[config.mk]
export PLATFORM = sky130hd
export DESIGN_NAME = ncmg_gate
export DESIGN_NICKNAME = d
export VERILOG_FILES = /design/src/common/ncmg_pkg.sv /design/src/hw/ncmg_gate.sv /design/src/hw/ncmg_special_mux.sv
export SDC_FILE = /design/constraint.sdc
export NUM_CORES = 1
export LEC_CHECK = 0
export BUFFER_PORTS_ARGS = -buffer_cell sky130_fd_sc_hd__buf_2
export CORE_AREA = 2 2 173 175
export CTS_CLUSTER_DIAMETER = 60
export DETAILED_ROUTE_END_ITERATION = 10
export DIE_AREA = 0 0 175 177
export SLEW_MARGIN = 20
export SYNTH_ARGS = -nofsm -noshare
export SYNTH_HDL_FRONTEND = slang
export SYNTH_SLANG_ARGS = --single-unit
export TNS_END_PERCENT = 20
[constraint.sdc]
create_clock -name ref_clk -period 2.15 [get_ports ref_clk]
set_input_delay 0.3225 -clock ref_clk [delete_from_list [all_inputs] [get_ports ref_clk]]
set_output_delay 0.3225 -clock ref_clk [all_outputs]
set_load 0.01 [all_outputs]
[src/common/ncmg_pkg.sv]
package ncmg_pkg;
  // operation modes of the drive
  typedef enum logic [1:0] {
    NCMG_MODE_NETWORK,
    NCMG_MODE_EXTERNAL,
    NCMG_MODE_KEYPAD
  } ncmg_mode_t;

  // network command kinds
  typedef enum logic [3:0] {
    NCMG_CMD_RUN,
    NCMG_CMD_FREQ,
    NCMG_CMD_STOP,
    NCMG_CMD_FULL_RESET,
    NCMG_CMD_ERR_RESET,
    NCMG_CMD_PARAM_WRITE,
    NCMG_CMD_PARAM_READ,
    NCMG_CMD_MONITOR,
    NCMG_CMD_SPECIAL_SEL
  } ncmg_cmd_t;

  // monitor code numbers written by the master
  localparam logic [7:0] NCMG_MON_NONE    = 8'h00;
  localparam logic [7:0] NCMG_MON_FREQ    = 8'h01;
  localparam logic [7:0] NCMG_MON_CURRENT = 8'h02;
  localparam logic [7:0] NCMG_MON_VOLTAGE = 8'h03;
  localparam logic [7:0] NCMG_MON_ALARM   = 8'h04;
  localparam logic [7:0] NCMG_MON_SPECIAL = 8'h05;
  localparam logic [7:0] NCMG_SPECIAL_SEL_CODE = 8'hF3;

  // link startup codes that bring network mode back after a full reset
  localparam logic [7:0] NCMG_STARTUP_NET_A = 8'h0A;  // 10
  localparam logic [7:0] NCMG_STARTUP_NET_B = 8'h0C;  // 12
  localparam logic [7:0] NCMG_STARTUP_NET_C = 8'h16;  // 22

  // reset values
  localparam logic [7:0]  NCMG_MON_SEL_RST   = 8'h00;
  localparam logic [3:0]  NCMG_SPECIAL_RST   = 4'h0;
  localparam logic [15:0] NCMG_WORD_RST      = 16'h0000;

  // timing: link silence during a drive reset
  localparam int NCMG_CLK_HZ        = 10000000;
  localparam int NCMG_SILENCE_MS    = 1000;
  localparam int NCMG_SILENCE_CYC   = NCMG_CLK_HZ / 1000 * NCMG_SILENCE_MS;
  // cyclic refresh bounds, in microseconds
  localparam int NCMG_REFRESH_MIN_US = 1100;
  localparam int NCMG_REFRESH_MAX_US = 141000;
  localparam int NCMG_REFRESH_MIN_CYC = (NCMG_CLK_HZ / 1000000) * NCMG_REFRESH_MIN_US;
  localparam int NCMG_REFRESH_MAX_CYC = (NCMG_CLK_HZ / 1000000) * NCMG_REFRESH_MAX_US;

  // one command from the master
  typedef struct packed {
    ncmg_cmd_t   kind;
    logic [7:0]  code;   // monitor code; special selector rides in data
    logic [15:0] data;   // frequency, parameter value
  } ncmg_req_t;

  // drive status flags, bit order of the status word
  typedef struct packed {
    logic alarm_output_flag;
    logic frequency_detect_flag;
    logic power_fail_flag;
    logic overload_flag;
    logic at_frequency_flag;
    logic reverse;
    logic forward;
    logic running;
  } ncmg_status_t;

  // scaled monitor quantities from the control core
  typedef struct packed {
    logic [15:0] freq_0p01hz;
    logic [15:0] current_0p01a;
    logic [15:0] voltage_0p1v;
    logic [15:0] alarm_code;
  } ncmg_monitor_t;
endpackage

[src/hw/ncmg_gate.sv]
`timescale 1ns/1ps
`default_nettype none
// Contract
// error reset honoured per scope select
// full network reset only in network mode
// terminal, power, keypad resets always accepted
// network resets refused during line fault
// reset in network mode goes external
// link silent about one second during reset
// cyclic refresh between stated interval bounds; the gate does not check the refresh interval
// network control only in network mode
// monitoring serviced in every mode
// parameter reads serviced in every mode
// monitor values reported in fixed units
// special monitor chosen by selector code
// status always; others after code written
// status word carries eight drive flags
// programmed mode widens network parameter writes; the gate instead refuses them unless param_ext_writable
// parameter write while running is error
// refused commands change no state
module ncmg_gate #(
  parameter int SILENCE_CYC = ncmg_pkg::NCMG_SILENCE_CYC
) (
  input  wire logic                     ref_clk,
  input  wire logic                     reset_n,
  input  wire logic                     req_valid,
  input  wire ncmg_pkg::ncmg_req_t      req,
  input  wire logic                     mode_switch_valid,
  input  wire ncmg_pkg::ncmg_mode_t     mode_switch,
  input  wire logic                     reset_scope_select,
  input  wire logic [7:0]               link_startup_mode_select,
  input  wire logic                     programmed_mode,
  input  wire logic                     param_ext_writable,
  input  wire logic                     line_fault_pin,
  input  wire logic                     hw_reset_terminal,
  input  wire logic                     local_keypad_reset,
  input  wire logic                     local_keypad_err_reset,
  input  wire logic                     term_run_req,
  input  wire ncmg_pkg::ncmg_status_t   drive_status,
  input  wire ncmg_pkg::ncmg_monitor_t  drive_monitor,
  input  wire logic [15:0][15:0]        special_items,
  output ncmg_pkg::ncmg_mode_t          mode_reg,
  output logic                          full_reset_reg,
  output logic                          err_reset_reg,
  output logic                          run_cmd_reg,
  output logic                          freq_set_reg,
  output logic                          stop_cmd_reg,
  output logic                          param_write_reg,
  output logic                          param_read_reg,
  output logic                          write_error_reg,
  output logic                          refused_reg,
  output logic                          term_run_ok_reg,
  output logic [15:0]                   cmd_data_reg,
  output logic                          link_silent_reg,
  output logic [7:0]                    status_word_reg,
  output logic [15:0]                   monitor_word_reg,
  output logic [15:0]                   special_word
);
  // line fault comes from the link pins: two-flop synchroniser
  logic fault_meta_reg;
  logic fault_sync_reg;
  logic hwres_meta_reg;
  logic hwres_sync_reg;
  logic [7:0] mon_sel_reg;              // last monitor code written
  logic [3:0] special_sel_reg;          // special monitor selector
  logic [$clog2(SILENCE_CYC+1)-1:0] silence_cnt_reg;

  // decoded acceptance for the present command
  logic is_net;
  logic is_reset_kind;
  logic accept;
  logic any_reset;

  always_ff @(posedge ref_clk or negedge reset_n) begin
    if (!reset_n) begin
      fault_meta_reg <= 1'b0;
      fault_sync_reg <= 1'b0;
      hwres_meta_reg <= 1'b0;
      hwres_sync_reg <= 1'b0;
    end else begin
      fault_meta_reg <= line_fault_pin;
      fault_sync_reg <= fault_meta_reg;
      hwres_meta_reg <= hw_reset_terminal;
      hwres_sync_reg <= hwres_meta_reg;
    end
  end

  // acceptance decision, taken against current mode and fault
  always_comb begin
    is_net = (mode_reg == ncmg_pkg::NCMG_MODE_NETWORK);
    is_reset_kind = (req.kind == ncmg_pkg::NCMG_CMD_FULL_RESET) ||
                    (req.kind == ncmg_pkg::NCMG_CMD_ERR_RESET);
    accept = 1'b0;
    case (req.kind)
      // full reset network only
      ncmg_pkg::NCMG_CMD_FULL_RESET: accept = is_net;
      // scope select gates error reset
      ncmg_pkg::NCMG_CMD_ERR_RESET:  accept = !reset_scope_select || is_net;
      // control needs network mode
      ncmg_pkg::NCMG_CMD_RUN,
      ncmg_pkg::NCMG_CMD_FREQ,
      ncmg_pkg::NCMG_CMD_STOP:       accept = is_net;
      // programmed mode uses external writability
      ncmg_pkg::NCMG_CMD_PARAM_WRITE:
        accept = is_net && (!programmed_mode || param_ext_writable);
      // monitoring serviced in every mode
      ncmg_pkg::NCMG_CMD_MONITOR,
      ncmg_pkg::NCMG_CMD_SPECIAL_SEL: accept = 1'b1;
      // parameter reads serviced in every mode
      ncmg_pkg::NCMG_CMD_PARAM_READ: accept = 1'b1;
      default:                       accept = 1'b0;
    endcase
    // no network reset during fault
    if (is_reset_kind && fault_sync_reg) begin
      accept = 1'b0;
    end
    // no commands heard while the link is silent
    if (link_silent_reg) begin
      accept = 1'b0;
    end
  end

  // local resets accepted any mode
  assign any_reset = hwres_sync_reg || local_keypad_reset || local_keypad_err_reset ||
                     (req_valid && accept && is_reset_kind);

  // accepted commands answered by their strobe, refused ones by refused_reg; monitor and selector raise none
  always_ff @(posedge ref_clk or negedge reset_n) begin
    if (!reset_n) begin
      full_reset_reg  <= 1'b0;
      err_reset_reg   <= 1'b0;
      run_cmd_reg     <= 1'b0;
      freq_set_reg    <= 1'b0;
      stop_cmd_reg    <= 1'b0;
      param_write_reg <= 1'b0;
      param_read_reg  <= 1'b0;
      write_error_reg <= 1'b0;
      refused_reg     <= 1'b0;
    end else begin
      full_reset_reg  <= hwres_sync_reg || local_keypad_reset ||
                         (req_valid && accept && req.kind == ncmg_pkg::NCMG_CMD_FULL_RESET);
      err_reset_reg   <= local_keypad_err_reset ||
                         (req_valid && accept && req.kind == ncmg_pkg::NCMG_CMD_ERR_RESET);
      run_cmd_reg     <= req_valid && accept && req.kind == ncmg_pkg::NCMG_CMD_RUN;
      freq_set_reg    <= req_valid && accept && req.kind == ncmg_pkg::NCMG_CMD_FREQ;
      stop_cmd_reg    <= req_valid && accept && req.kind == ncmg_pkg::NCMG_CMD_STOP;
      param_read_reg  <= req_valid && accept && req.kind == ncmg_pkg::NCMG_CMD_PARAM_READ;
      // write while running flagged
      param_write_reg <= req_valid && accept && !drive_status.running &&
                         req.kind == ncmg_pkg::NCMG_CMD_PARAM_WRITE;
      write_error_reg <= req_valid && accept && drive_status.running &&
                         req.kind == ncmg_pkg::NCMG_CMD_PARAM_WRITE;
      refused_reg     <= req_valid && !accept;
    end
  end

  // data that rides with an accepted command; refused ones and rejected writes leave it alone
  always_ff @(posedge ref_clk or negedge reset_n) begin
    if (!reset_n) begin
      cmd_data_reg <= ncmg_pkg::NCMG_WORD_RST;
    end else if (req_valid && accept && !(drive_status.running &&
                 req.kind == ncmg_pkg::NCMG_CMD_PARAM_WRITE)) begin
      cmd_data_reg <= req.data;
    end
  end

  // terminal run refused in keypad
  always_ff @(posedge ref_clk or negedge reset_n) begin
    if (!reset_n) begin
      term_run_ok_reg <= 1'b0;
    end else begin
      term_run_ok_reg <= term_run_req && (mode_reg != ncmg_pkg::NCMG_MODE_KEYPAD);
    end
  end

  // operation mode; starts external, reset moves network to external
  always_ff @(posedge ref_clk or negedge reset_n) begin
    if (!reset_n) begin
      mode_reg <= ncmg_pkg::NCMG_MODE_EXTERNAL;
    end else if (any_reset && mode_reg == ncmg_pkg::NCMG_MODE_NETWORK) begin
      // reset drops to external
      mode_reg <= ncmg_pkg::NCMG_MODE_EXTERNAL;
    end else if (link_silent_reg && silence_cnt_reg == 1 &&
                 mode_reg == ncmg_pkg::NCMG_MODE_EXTERNAL &&
                 (link_startup_mode_select == ncmg_pkg::NCMG_STARTUP_NET_A ||
                  link_startup_mode_select == ncmg_pkg::NCMG_STARTUP_NET_B ||
                  link_startup_mode_select == ncmg_pkg::NCMG_STARTUP_NET_C)) begin
      // startup code restores network
      mode_reg <= ncmg_pkg::NCMG_MODE_NETWORK;
    end else if (mode_switch_valid) begin
      mode_reg <= mode_switch;
    end
  end

  // silence link for one second
  always_ff @(posedge ref_clk or negedge reset_n) begin
    if (!reset_n) begin
      silence_cnt_reg <= '0;
      link_silent_reg <= 1'b0;
    end else if (any_reset && full_reset_kind()) begin
      silence_cnt_reg <= ($bits(silence_cnt_reg))'(SILENCE_CYC);
      link_silent_reg <= 1'b1;
    end else if (silence_cnt_reg != 0) begin
      silence_cnt_reg <= silence_cnt_reg - 1'b1;
      link_silent_reg <= (silence_cnt_reg != 1);
    end
  end

  // only full resets silence the link, error resets do not
  function automatic logic full_reset_kind();
    full_reset_kind = hwres_sync_reg || local_keypad_reset ||
                      (req_valid && accept && req.kind == ncmg_pkg::NCMG_CMD_FULL_RESET);
  endfunction

  // monitor code latched from master
  always_ff @(posedge ref_clk or negedge reset_n) begin
    if (!reset_n) begin
      mon_sel_reg     <= ncmg_pkg::NCMG_MON_SEL_RST;
      special_sel_reg <= ncmg_pkg::NCMG_SPECIAL_RST;
    end else if (req_valid && accept) begin
      if (req.kind == ncmg_pkg::NCMG_CMD_MONITOR) begin
        mon_sel_reg <= req.code;
      end else if (req.kind == ncmg_pkg::NCMG_CMD_SPECIAL_SEL) begin
        // selector picks special item
        special_sel_reg <= req.data[3:0];
      end
    end
  end

  // status word always current
  always_ff @(posedge ref_clk or negedge reset_n) begin
    if (!reset_n) begin
      status_word_reg <= 8'h00;
    end else begin
      status_word_reg <= drive_status;
    end
  end

  // scaled values by code
  always_ff @(posedge ref_clk or negedge reset_n) begin
    if (!reset_n) begin
      monitor_word_reg <= ncmg_pkg::NCMG_WORD_RST;
    end else if (mon_sel_reg == ncmg_pkg::NCMG_MON_FREQ) begin
      monitor_word_reg <= drive_monitor.freq_0p01hz;
    end else if (mon_sel_reg == ncmg_pkg::NCMG_MON_CURRENT) begin
      monitor_word_reg <= drive_monitor.current_0p01a;
    end else if (mon_sel_reg == ncmg_pkg::NCMG_MON_VOLTAGE) begin
      monitor_word_reg <= drive_monitor.voltage_0p1v;
    end else if (mon_sel_reg == ncmg_pkg::NCMG_MON_ALARM) begin
      monitor_word_reg <= drive_monitor.alarm_code;
    end else begin
      monitor_word_reg <= ncmg_pkg::NCMG_WORD_RST;
    end
  end

  // special monitor lookup, registered inside
  ncmg_special_mux #(
    .N_ITEMS (16)
  ) u_special (
    .ref_clk   (ref_clk),
    .reset_n   (reset_n),
    .sel       (special_sel_reg),
    .items     (special_items),
    .value_reg (special_word)
  );

  // network full reset command never taken outside network mode
  a_full_reset_mode: assert property (@(posedge ref_clk) disable iff (!reset_n)
    (req_valid && req.kind == ncmg_pkg::NCMG_CMD_FULL_RESET && !is_net && !hwres_sync_reg
     && !local_keypad_reset) |=> !full_reset_reg)
    else $error("full reset taken outside network mode");
  a_err_reset_scope: assert property (@(posedge ref_clk) disable iff (!reset_n)
    (req_valid && req.kind == ncmg_pkg::NCMG_CMD_ERR_RESET && reset_scope_select
     && !is_net && !local_keypad_err_reset) |=> !err_reset_reg)
    else $error("error reset honoured out of scope");
  a_fault_blocks_reset: assert property (@(posedge ref_clk) disable iff (!reset_n)
    (req_valid && is_reset_kind && fault_sync_reg) |=> refused_reg)
    else $error("network reset taken during line fault");
  a_reset_to_ext: assert property (@(posedge ref_clk) disable iff (!reset_n)
    (any_reset && is_net) |=> mode_reg == ncmg_pkg::NCMG_MODE_EXTERNAL)
    else $error("reset in network mode did not go external");
  a_silence_hold: assert property (@(posedge ref_clk) disable iff (!reset_n)
    $rose(link_silent_reg) |-> link_silent_reg[*8])
    else $error("link silence ended too soon");
  a_ctrl_net_only: assert property (@(posedge ref_clk) disable iff (!reset_n)
    (req_valid && req.kind == ncmg_pkg::NCMG_CMD_RUN && !is_net) |=> !run_cmd_reg)
    else $error("run taken outside network mode");
  a_read_always: assert property (@(posedge ref_clk) disable iff (!reset_n)
    (req_valid && req.kind == ncmg_pkg::NCMG_CMD_PARAM_READ && !link_silent_reg)
    |=> param_read_reg)
    else $error("parameter read not serviced");
  a_write_err_run: assert property (@(posedge ref_clk) disable iff (!reset_n)
    param_write_reg |-> !$past(drive_status.running))
    else $error("parameter write while running");
  a_keypad_term: assert property (@(posedge ref_clk) disable iff (!reset_n)
    (mode_reg == ncmg_pkg::NCMG_MODE_KEYPAD) |=> !term_run_ok_reg)
    else $error("terminal run accepted in keypad mode");
endmodule
`default_nettype wire

[src/hw/ncmg_special_mux.sv]
`timescale 1ns/1ps
`default_nettype none
// registered lookup of the special monitor quantity chosen by the master
module ncmg_special_mux #(
  parameter int N_ITEMS = 16
) (
  input  wire logic                               ref_clk,
  input  wire logic                               reset_n,
  input  wire logic [$clog2(N_ITEMS)-1:0]          sel,
  input  wire logic [N_ITEMS-1:0][15:0]            items,
  output logic      [15:0]                         value_reg
);
  // registered read so the top sees a flop output
  always_ff @(posedge ref_clk or negedge reset_n) begin
    if (!reset_n) begin
      value_reg <= ncmg_pkg::NCMG_WORD_RST;
    end else begin
      value_reg <= items[sel];
    end
  end
endmodule
`default_nettype wire

==> results of run 1 <==
==> per-layer routing <==
metal | vias to the layer above | part of all wire (%) | wire length, µm | track usage (%)
li1 | 2959 | - | - | -
met1 | 3241 | 37 | 10800 | 21.0
met2 | 328 | 49 | 14500 | 31.2
met3 | 70 | 11 | 3130 | 8.51
met4 | 26 | 2.8 | 826 | 7.78
met5 | - | 0.55 | 162 | 0
==> through the flow <==
| stage | instances | setup TNS (ns) |
|---|---|---|
| 2_1_floorplan | 501 | 0 |
| 3_3_place_gp | 1365 | 0 |
| 3_5_place_dp | 1365 | -0.0215 |
| 4_1_cts | 1382 | 0 |
| 5_1_grt | 1385 | -0.0357 |
| 6_report | 1394 | 0 |
==> cells by family after synthesis <==
family / count (synthesis) / synth area share (%)
AO/OA/AOI/OAI: 64 / 6.47
XOR/XNOR: 11 / 1.45
buffers and inverters: 39 / 3.00
flip-flops: 109 / 41.2
multiplexers: 127 / 35.1
adder cells (fa/ha/maj): 2 / 0.377
AND/OR/NAND/NOR: 149 / 12.4
==> cells in the mapped netlist, types with 3 or more instances <==
cell type	count
buf_2	7
o21ai_0	9
nand3b_1	4
or3_1	10
xor2_1	9
a21oi_1	25
or4_1	6
clkbuf_1	20
nand2b_1	3
mux2i_1	3
inv_1	4
nand2_1	20
nor2_1	44
dfrtp_1	108
nor3_1	16
a22oi_1	16
nor3b_1	6
mux2_2	44
nand3_1	11
mux4_2	80
nor4_1	8
==> repair_timing <==
action,CTS,global route
setup endpoints to repair,0,9
resized for setup,0,9
hold buffers,1,0
endpoints found under the hold margin,30,0
==> report_power, final <==
part           total, µW  switching, µW  internal, µW
logic               1040            460           581
registers           2190           48.5          2140
clock network       1650            795           859
total               4880           1300          3580
==> worst min-delay path by stage <==
| stage | cells past startpoint | end | startpoint | slack, ns |
|---|---|---|---|---|
| after global routing | 1 | status_word_reg[2] | drive_status[2] | 0.04 |
| after global placement | 1 | silence_cnt_reg[19] | reset_n | 0.31 |
| after floorplan | 0 | cmd_data_reg[0] | reset_n | 0.03 |
| final | 1 | status_word_reg[1] | drive_status[1] | 0.07 |
| after detailed placement | 1 | silence_cnt_reg[19] | reset_n | 0.31 |
| after CTS | 1 | status_word_reg[4] | drive_status[4] | 0.04 |
==> final cells by class <==
| type | count | share of cell area (%) |
|---|---|---|
| Multi-Input combinational cell | 353 | 37.1 |
| Timing Repair Buffer | 509 | 27.8 |
| Sequential cell | 109 | 27.0 |
| Tap cell | 390 | 4.82 |
| Clock buffer | 14 | 2.61 |
| Antenna cell | 12 | 0.297 |
| Inverter | 5 | 0.235 |
| Clock inverter | 2 | 0.161 |
==> critical path, cell delays in order, from the launching register on <==
cell,delay [ns]
dfrtp_1,0.38
inv_1,0.08
ha_2,0.17
or3b_4,0.38
nand4bb_1,0.19
buf_4,0.18
o21ai_4,0.17
nor4_1,0.07
or3_1,0.35
==> summary.md, run 1 <==
| Metric | Value |
|---|---|
| Status | `complete, no violations` |
| Design Area, Final | `10100 µm²` |
| CTS tree | `yes` |
| Fin worst setup slack | `0.0643 ns` |
| Crit Reg-Reg Startpoint | `silence_cnt_reg[0]` |
| Vias per cell | `4.75` |
| CTS sink cnt | `109` |
| Synth Instances | `501` |
| Share of layout cells above drive strength 1 | `67.5%` |
| Worst vdd ir | `0.000256 V` |
| Power Total | `4880 µW` |
| Power per cell area | `482 nW/µm²` |
| Vias in the first global route | `6783` |
| Startpoint type of the worst setup path | `register` |
| First-pass GRT wire length | `42400 µm` |
| Postcts setup bufs | `0` |
| Core Footprint | `29200 µm²` |
| Grt total ovfl | `0` |
| Cell taking the most area after synthesis | `dfrtp_1` |
| Slew @ Worst Pin | `0.489 ns` |
| Max-slew headroom | `67.4%` |
| WS Path Type | `register to register` |
| RSZ-0062 raised after global routing | `yes` |
| Area grow syn2layout | `52.7%` |
| Clk_skew | `0.0103 ns` |
| Syn_nets | `881` |
| Starting Density | `22.7%` |
| GRT Util Overall | `18.8%` |
| Synth cell types | `57` |
| Fin. Hold Viols | `0` |
| Clock-pin slew on the worst setup and hold paths | `0.08 ns` |
| Die Y | `177 µm` |
| Row Count | `63` |
| Die footprint | `31000 µm²` |
| Final wirelength | `29400 µm` |
| Synth Warn # | `0` |
| FF-to-FF End | `silence_cnt_reg[9]` |
| Largest net degree at the start of global routing | `46` |
| Worst r2r path cells | `8` |
| H-tree level count | `3` |
| Fin Hold WS | `0.0653 ns` |
| Top Ports | `447` |
| Synth Cell Area | `6630 µm²` |
| Avg Synthesized Cell Area | `13.2 µm²` |
| FF+latch area | `2730 µm²` |
| Detailed Route Iter0 Violations | `311` |
| Number of buffers created by CTS | `9` |
| Worst slack, placed | `-0.0215 ns` |
| Final #Nets | `1367` |
| R2R setup slack | `0.06 ns` |
| Max Fanout on Critical Path | `5` |
| #FFs+latches synth | `109` |
| Fill cells | `2965` |
| Commonest cells after routing, fill and taps aside | `buf_2 (445), dfrtp_1 (106), mux4_2 (80)` |
| Max Cap Violations | `0` |
| Main area contributors after synthesis | `dfrtp_1 (41%), mux4_2 (27%), mux2_2 (7.5%)` |
| Synth async-reset ratio | `100%` |
| HP Class | `input pin to register` |
| Final core utilization | `34.6%` |
| Area post-placement | `9760 µm²` |
| Total number of vias | `6624` |
| Root buf cell | `clkbuf_16` |
| Most common cell after layout, fill and taps aside | `buf_2` |
| Min Tclk post-route | `2.09 ns` |
| CP endpoint | `silence_cnt_reg[9]` |
| Setup violators final | `0` |
| Share of the synthesized area in the top cell type | `40.8%` |
| Clock Tree Buf Depth | `2` |
| Leak Pwr | `0.00472 µW` |
| Critical Path Start | `silence_cnt_reg[0]` |
| Flip-flop count of the largest register after layout | `24` |
| Initial antenna violation count | `27` |
| Worst skew pair latency | `0.36 ns` |
| CP arrival | `2.32 ns` |
| Maximum clock frequency | `479 MHz` |
| Multi-input gate area | `3750 µm²` |
| Pre-Repair DR Iteration Count | `4` |
| Ys flop type | `dfrtp_1` |
| # DRC | `0` |
| Required @ worst endpoint | `2.38 ns` |
| Post-synthesis sequential area ratio | `41.2%` |
| Port Buf Inserts | `446` |
| WL/cell | `21.1 µm` |
| Antenna-violating nets left | `0` |
| Final Max Tran Viols | `0` |
| CP endpoint kind | `register` |
| EDFF count, synth | `0` |
| Part of the cycle the worst path needs | `97.0%` |
| Routability congestion estimate | `0.914` |
| Chip Width | `175 µm` |
| DPL Wire Length | `25400 µm` |
Power figures use the tool's default switching activity.
==> inputs of run 2 (changes only) <==
RECOVER_POWER = 50   (was not set)
==> run 2 against run 1 <==
Global-route usage stayed put. Critical path depth unchanged. Non-clock buffer count unchanged. Fmax is essentially flat. Clock skew is essentially flat. Critical path type unchanged. Critical endpoint unchanged.
==> summary.md, run 2 (synthesis results as in run 1) <==
| Metric | Value |
|---|---|
| Status | `complete, no violations (unchanged)` |
| Antenna-violating nets left | `0 (unchanged)` |
| Final core utilization | `34.4% (was 34.6%)` |
| Fin. Hold Viols | `0 (unchanged)` |
| Final #Nets | `1367 (unchanged)` |
| Int Pwr | `3560 µW (was 3580 µW)` |
| CP arrival | `2.32 ns (about the same)` |
| Clock-pin slew on the worst setup and hold paths | `0.08 ns (about the same)` |
| Commonest cells after routing, fill and taps aside | `buf_2 (408), dfrtp_1 (106), mux4_2 (80) (was buf_2 (445), dfrtp_1 (106), mux4_2 (80))` |
| HP Class | `input pin to register (unchanged)` |
| Die Y | `177 µm (unchanged)` |
| Cell Count, Final, Fillers Out | `1395 (was 1394)` |
| Fin worst setup slack | `0.0653 ns (was 0.0643 ns)` |
| Setup violators final | `0 (unchanged)` |
| Max Cap Violations | `0 (unchanged)` |
| Worst slack, placed | `-0.0215 ns (unchanged)` |
| CTS sink cnt | `109 (unchanged)` |
| RSZ-0062 raised after global routing | `yes (unchanged)` |
| Vias in the first global route | `6783 (unchanged)` |
| CP endpoint kind | `register (unchanged)` |
| Area grow syn2layout | `51.8% (was 52.7%)` |
| CP Cell Sequence | `inv_1, ha_2, or3b_4, nand4bb_1, buf_4, o21ai_4, nor4_1, or3_1 (unchanged)` |
| Largest net degree at the start of global routing | `46 (unchanged)` |
| Placed Instances | `1365 (unchanged)` |
| Min Tclk post-route | `2.08 ns (was 2.09 ns)` |
| Final wirelength | `29500 µm (was 29400 µm)` |
| Die footprint | `31000 µm² (unchanged)` |
| Detailed Route Iter0 Violations | `295 (was 311)` |
| Total number of vias | `6639 (was 6624)` |
| DPL Wire Length | `25400 µm (unchanged)` |
| Critical Path Max Stage Delay | `0.38 ns (about the same)` |
| Max-slew headroom | `39.3% (was 67.4%)` |
| Leak Pwr | `0.00458 µW (was 0.00472 µW)` |
| Share of layout cells above drive strength 1 | `63.8% (was 67.5%)` |
| Slew @ Worst Pin | `0.910 ns (was 0.489 ns)` |
| Clock Tree Buf Depth | `2 (unchanged)` |
| Net Sw Power | `1300 µW (about the same)` |
| Vias per cell | `4.76 (was 4.75)` |
| Chip Width | `175 µm (unchanged)` |
| Comb pwr share | `21.1% (was 21.3%)` |
| Clk_skew | `0.0106 ns (was 0.0103 ns)` |
| WS Path Type | `register to register (unchanged)` |
| Power Total | `4870 µW (was 4880 µW)` |
| Design Area, Final | `10100 µm² (about the same)` |
| Power per cell area | `484 nW/µm² (was 482 nW/µm²)` |
| Pre-Repair DR Iteration Count | `4 (unchanged)` |
| Max Fanout on Critical Path | `5 (unchanged)` |
| Starting Density | `22.7% (unchanged)` |
| Startpoint type of the worst setup path | `register (unchanged)` |
| WL/cell | `21.1 µm (about the same)` |
| First-pass GRT wire length | `42400 µm (unchanged)` |
| Most common cell after layout, fill and taps aside | `buf_2 (unchanged)` |
| Port Buf Inserts | `446 (unchanged)` |
| Top Ports | `447 (unchanged)` |
| Required @ worst endpoint | `2.38 ns (about the same)` |
| Routability congestion estimate | `0.914 (unchanged)` |
| Core Footprint | `29200 µm² (unchanged)` |
| Sw Share | `26.8% (was 26.7%)` |
| CP max stage cell | `dfrtp_1 (unchanged)` |
| Maximum clock frequency | `480 MHz (was 479 MHz)` |
| GRT Util Overall | `18.8% (unchanged)` |
| Initial antenna violation count | `27 (unchanged)` |
| Area post-placement | `9760 µm² (unchanged)` |
| Worst vdd ir | `0.000256 V (about the same)` |
| Part of the cycle the worst path needs | `97.0% (about the same)` |
| H-tree level count | `3 (unchanged)` |
| CTS tree | `yes (unchanged)` |
| Root buf cell | `clkbuf_16 (unchanged)` |
| # DRC | `0 (unchanged)` |
| Grt total ovfl | `0 (unchanged)` |
| Clock power frac | `34.0% (was 33.9%)` |
| Worst skew pair latency | `0.36 ns (about the same)` |
| Final Max Tran Viols | `0 (unchanged)` |
| Sequential power share | `44.9% (was 44.8%)` |
| Flip-flop count of the largest register after layout | `24 (unchanged)` |
| Number of buffers created by CTS | `9 (unchanged)` |
| Row Count | `63 (unchanged)` |
-- run 2: cell count changes in the layout (fill, tap and decap cells not counted) --
cell,before,now
diode_2,12,13
clkbuf_1,3,40
buf_4,55,54
buf_2,445,408
clkbuf_4,0,1
clkbuf_2,0,1
buf_12,8,7
-- run 2: metrics by stage --
stage	hold slack [ns]	setup TNS, ns
floorplan	0.0269	0
global placement	0.309	0
detailed placement	0.312	-0.0215
CTS	0.0424	0
global route	0.0391	-0.0357
finish	0.0649	0
-- run 2: layout make-up --
cell class	instances	area, µm²
sequential	109	2730
inverter	5	23.8
clock buffer	14	264
timing repair buffer	509	2750
multi-input combinational	353	3750
tap	390	488
clock inverter	2	16.3
fill	2994	19200
antenna	13	32.5
-- run 2: metal layers --
metal / track usage [%] / vias up / wire [µm]
li1: - / 2963 / -
met1: 21.0 / 3242 / 10900
met2: 31.2 / 340 / 14300
met3: 8.51 / 70 / 3130
met4: 7.78 / 24 / 957
met5: 0 / - / 152
-- run 2: power groups by stage --
stage | clock network, µW | logic [µW] | registers (µW)
3_3_place_gp | 0 | 1020 | 2230
6_report | 1650 | 1030 | 2190
2_1_floorplan | 0 | 371 | 2260
3_5_place_dp | 0 | 1030 | 2230
4_1_cts | 1720 | 1040 | 2190
5_1_grt | 1800 | 1110 | 2200
-- run 2: repair_timing --
action | 4_1_cts | 5_1_grt
endpoints found under the hold margin | 30 | 0
hold buffers | 1 | 0
buffers inserted | 0 | 0
resized for setup | 0 | 9
setup endpoints to repair | 0 | 9
-- run 2: path summary, 6_finish.rpt --
check,from,to,slack (ns),cells past startpoint
max in group asynchronous,reset_n,mode_reg[0],0.41,3
setup reg to reg,silence_cnt_reg[0],silence_cnt_reg[9],0.07,8
min in group asynchronous,reset_n,silence_cnt_reg[19],0.63,2
hold reg to reg,hwres_meta_reg,hwres_sync_reg,0.35,0
setup / recovery,silence_cnt_reg[0],silence_cnt_reg[9],0.07,8
hold / removal,drive_status[2],status_word_reg[2],0.06,1
-- run 2: critical path, delay by kind of cell (launching register included) --
kind | cells | cell delay [ns]
compound gates | 1 | 0.17
buf+inv | 2 | 0.26
fa+ha+maj | 1 | 0.17
simple gates | 4 | 0.99
flops | 1 | 0.38
==> inputs of run 3 (changes only) <==
==> constraint.sdc (replaced) <==
create_clock -name ref_clk -period 2.15 [get_ports ref_clk]
set_input_delay 0.3225 -clock ref_clk [delete_from_list [all_inputs] [get_ports ref_clk]]
set_output_delay 0.3225 -clock ref_clk [all_outputs]
set_load 0.02 [all_outputs]
==> run 3 against run 2 <==
Sequential share of layout area is 0.13 points lower. Combinational power is 5% higher. Setup slack better by 0.011 ns. Hold slack worse by 0.0013 ns. Total power is 3.0% higher. Highest routed layer unchanged. Critical endpoint is now u_special.value_reg[15]. Largest power group unchanged. Utilization is 0.18 points higher. Register-to-register slack hardly changed. Cell count is 0.36% lower. Routed wire length is 0.60% lower. Count of clock-buffer cells in the layout is 5 lower. Largest cell class unchanged. Fmax is 0.55% higher.
==> summary.md, run 3 (synthesis results as in run 1) <==
| Metric | Value |
|---|---|
| Final wirelength | `29300 µm (was 29500 µm)` |
| Commonest cells after routing, fill and taps aside | `buf_2 (424), dfrtp_1 (105), mux4_2 (80) (was buf_2 (408), dfrtp_1 (106), mux4_2 (80))` |
| Worst r2r path cells | `4 (was 8)` |
| Leak Pwr | `0.00465 µW (was 0.00458 µW)` |
| Clock Tree Buf Depth | `2 (unchanged)` |
| Max Cap Violations | `0 (unchanged)` |
| Slew @ Worst Pin | `0.721 ns (was 0.910 ns)` |
| Grt total ovfl | `0 (unchanged)` |
| DPL Wire Length | `25200 µm (was 25400 µm)` |
| Clock-pin slew on the worst setup and hold paths | `0.09 ns (was 0.08 ns)` |
| CP max stage cell | `dfrtp_4 (was dfrtp_1)` |
| Total number of vias | `6607 (was 6639)` |
| Core Footprint | `29200 µm² (unchanged)` |
| CP Cell Sequence | `buf_12, buf_4, mux4_2, mux4_2 (was inv_1, ha_2, or3b_4, nand4bb_1, buf_4, o21ai_4, nor4_1, or3_1)` |
| Worst vdd ir | `0.000344 V (was 0.000256 V)` |
| Die footprint | `31000 µm² (unchanged)` |
| CTS sink cnt | `109 (unchanged)` |
| Area post-placement | `9750 µm² (was 9760 µm²)` |
| Area grow syn2layout | `52.6% (was 51.8%)` |
| Chip Width | `175 µm (unchanged)` |
| Fin. Hold Viols | `0 (unchanged)` |
| Max Fanout on Critical Path | `18 (was 5)` |
| Share of layout cells above drive strength 1 | `66.0% (was 63.8%)` |
| Design Area, Final | `10100 µm² (about the same)` |
| Port Buf Inserts | `446 (unchanged)` |
| First-pass GRT wire length | `42400 µm (about the same)` |
| CP arrival | `2.29 ns (was 2.32 ns)` |
| Status | `complete, no violations (unchanged)` |
| Startpoint type of the worst setup path | `register (unchanged)` |
| Final #Nets | `1364 (was 1367)` |
| Required @ worst endpoint | `2.37 ns (was 2.38 ns)` |
| Starting Density | `22.7% (unchanged)` |
| FF+latch area | `2740 µm² (was 2730 µm²)` |
| Part of the cycle the worst path needs | `96.4% (was 97.0%)` |
| Initial antenna violation count | `26 (was 27)` |
| H-tree level count | `3 (unchanged)` |
| Die Y | `177 µm (unchanged)` |
| RSZ-0062 raised after global routing | `yes (unchanged)` |
| Setup violators final | `0 (unchanged)` |
| CTS tree | `yes (unchanged)` |
| Detailed Route Iter0 Violations | `280 (was 295)` |
| WL/cell | `21.1 µm (about the same)` |
| Power per cell area | `496 nW/µm² (was 484 nW/µm²)` |
| Largest net degree at the start of global routing | `46 (unchanged)` |
| Fill cells | `3014 (was 2994)` |
| Pre-Repair DR Iteration Count | `5 (was 4)` |
| GRT Util Overall | `18.8% (about the same)` |
| Root buf cell | `clkbuf_16 (unchanged)` |
| Most common cell after layout, fill and taps aside | `buf_2 (unchanged)` |
| Number of buffers created by CTS | `9 (unchanged)` |
| HP Class | `input pin to register (unchanged)` |
| CP endpoint kind | `register (unchanged)` |
| WS Path Type | `register to register (unchanged)` |
| Critical Path Max Stage Delay | `0.58 ns (was 0.38 ns)` |
| Clk_skew | `0.0144 ns (was 0.0106 ns)` |
| Vias in the first global route | `6824 (was 6783)` |
| Multi-input gate area | `3790 µm² (was 3750 µm²)` |
| Antenna-violating nets left | `0 (unchanged)` |
| Maximum clock frequency | `482 MHz (was 480 MHz)` |
| # DRC | `0 (unchanged)` |
| Row Count | `63 (unchanged)` |
| Max-slew headroom | `51.9% (was 39.3%)` |
| Flip-flop count of the largest register after layout | `24 (unchanged)` |
| Min Tclk post-route | `2.07 ns (was 2.08 ns)` |
| Worst skew pair latency | `0.36 ns (about the same)` |
| Routability congestion estimate | `0.960 (was 0.914)` |
| Most used cell, CP | `mux4_2` |
| Vias per cell | `4.75 (was 4.76)` |
| Final Max Tran Viols | `0 (unchanged)` |
| Final core utilization | `34.6% (was 34.4%)` |
| Worst Hold Depth | `1 (unchanged)` |
| Top Ports | `447 (unchanged)` |
run 3: report_power, final:
| part | internal (µW) | switching [µW] | total (µW) |
|---|---|---|---|
| Sequential | 2140 | 52.1 | 2190 |
| Combinational | 571 | 505 | 1080 |
| Clock | 831 | 918 | 1750 |
run 3: critical path: cells and delay by family, from the launching register on:
kind	cells	cell delay [ns]
mux	2	0.97
flops	1	0.58
buf+inv	2	0.37
run 3: per-layer routing:
metal,track usage [%],vias to the layer above,wire [µm]
li1,-,2953,-
met1,21.5,3211,10900
met2,32.6,348,14600
met3,8.16,73,3000
met4,3.96,22,594
met5,0,-,142
run 3: stage by stage:
step                setup TNS [ns]  hold slack (ns)  power, µW  std cells  setup WS [ns]
floorplan                        0           0.0269       2680        501         0.0575
global placement         -0.000850            0.285       3300       1361      -0.000850
detailed placement         -0.0735            0.287       3310       1361        -0.0415
CTS                        -0.0153           0.0409       5110       1378        -0.0120
global route               -0.0379           0.0436       5280       1383        -0.0179
finish                           0           0.0635       5010       1390         0.0767
run 3: timing repair:
item | CTS | global route
pin swaps | 0 | 5
setup endpoints to repair | 5 | 18
hold buffers | 1 | 0
gates resized for setup | 1 | 15
hold endpoints to repair | 27 | 0
buffers inserted | 0 | 1
run 3: cell type report:
cell class / instances / area share (%)
flip-flops and latches: 109 / 27.0
repair buffers: 506 / 27.2
inverters: 5 / 0.235
clock buffers: 9 / 2.23
diodes: 11 / 0.272
clock inverters: 7 / 0.767
multi-input cells: 353 / 37.5
well taps: 390 / 4.82
run 3: worst paths after layout:
kind                                    start                      end  slack [ns]
setup / recovery           special_sel_reg[0]  u_special.value_reg[15]        0.08
hold / removal                drive_status[4]       status_word_reg[4]        0.06
setup reg to reg           special_sel_reg[0]  u_special.value_reg[15]        0.08
hold reg to reg                fault_meta_reg           fault_sync_reg        0.36
max in group asynchronous             reset_n   u_special.value_reg[5]        0.35
min in group asynchronous             reset_n       status_word_reg[0]        0.55
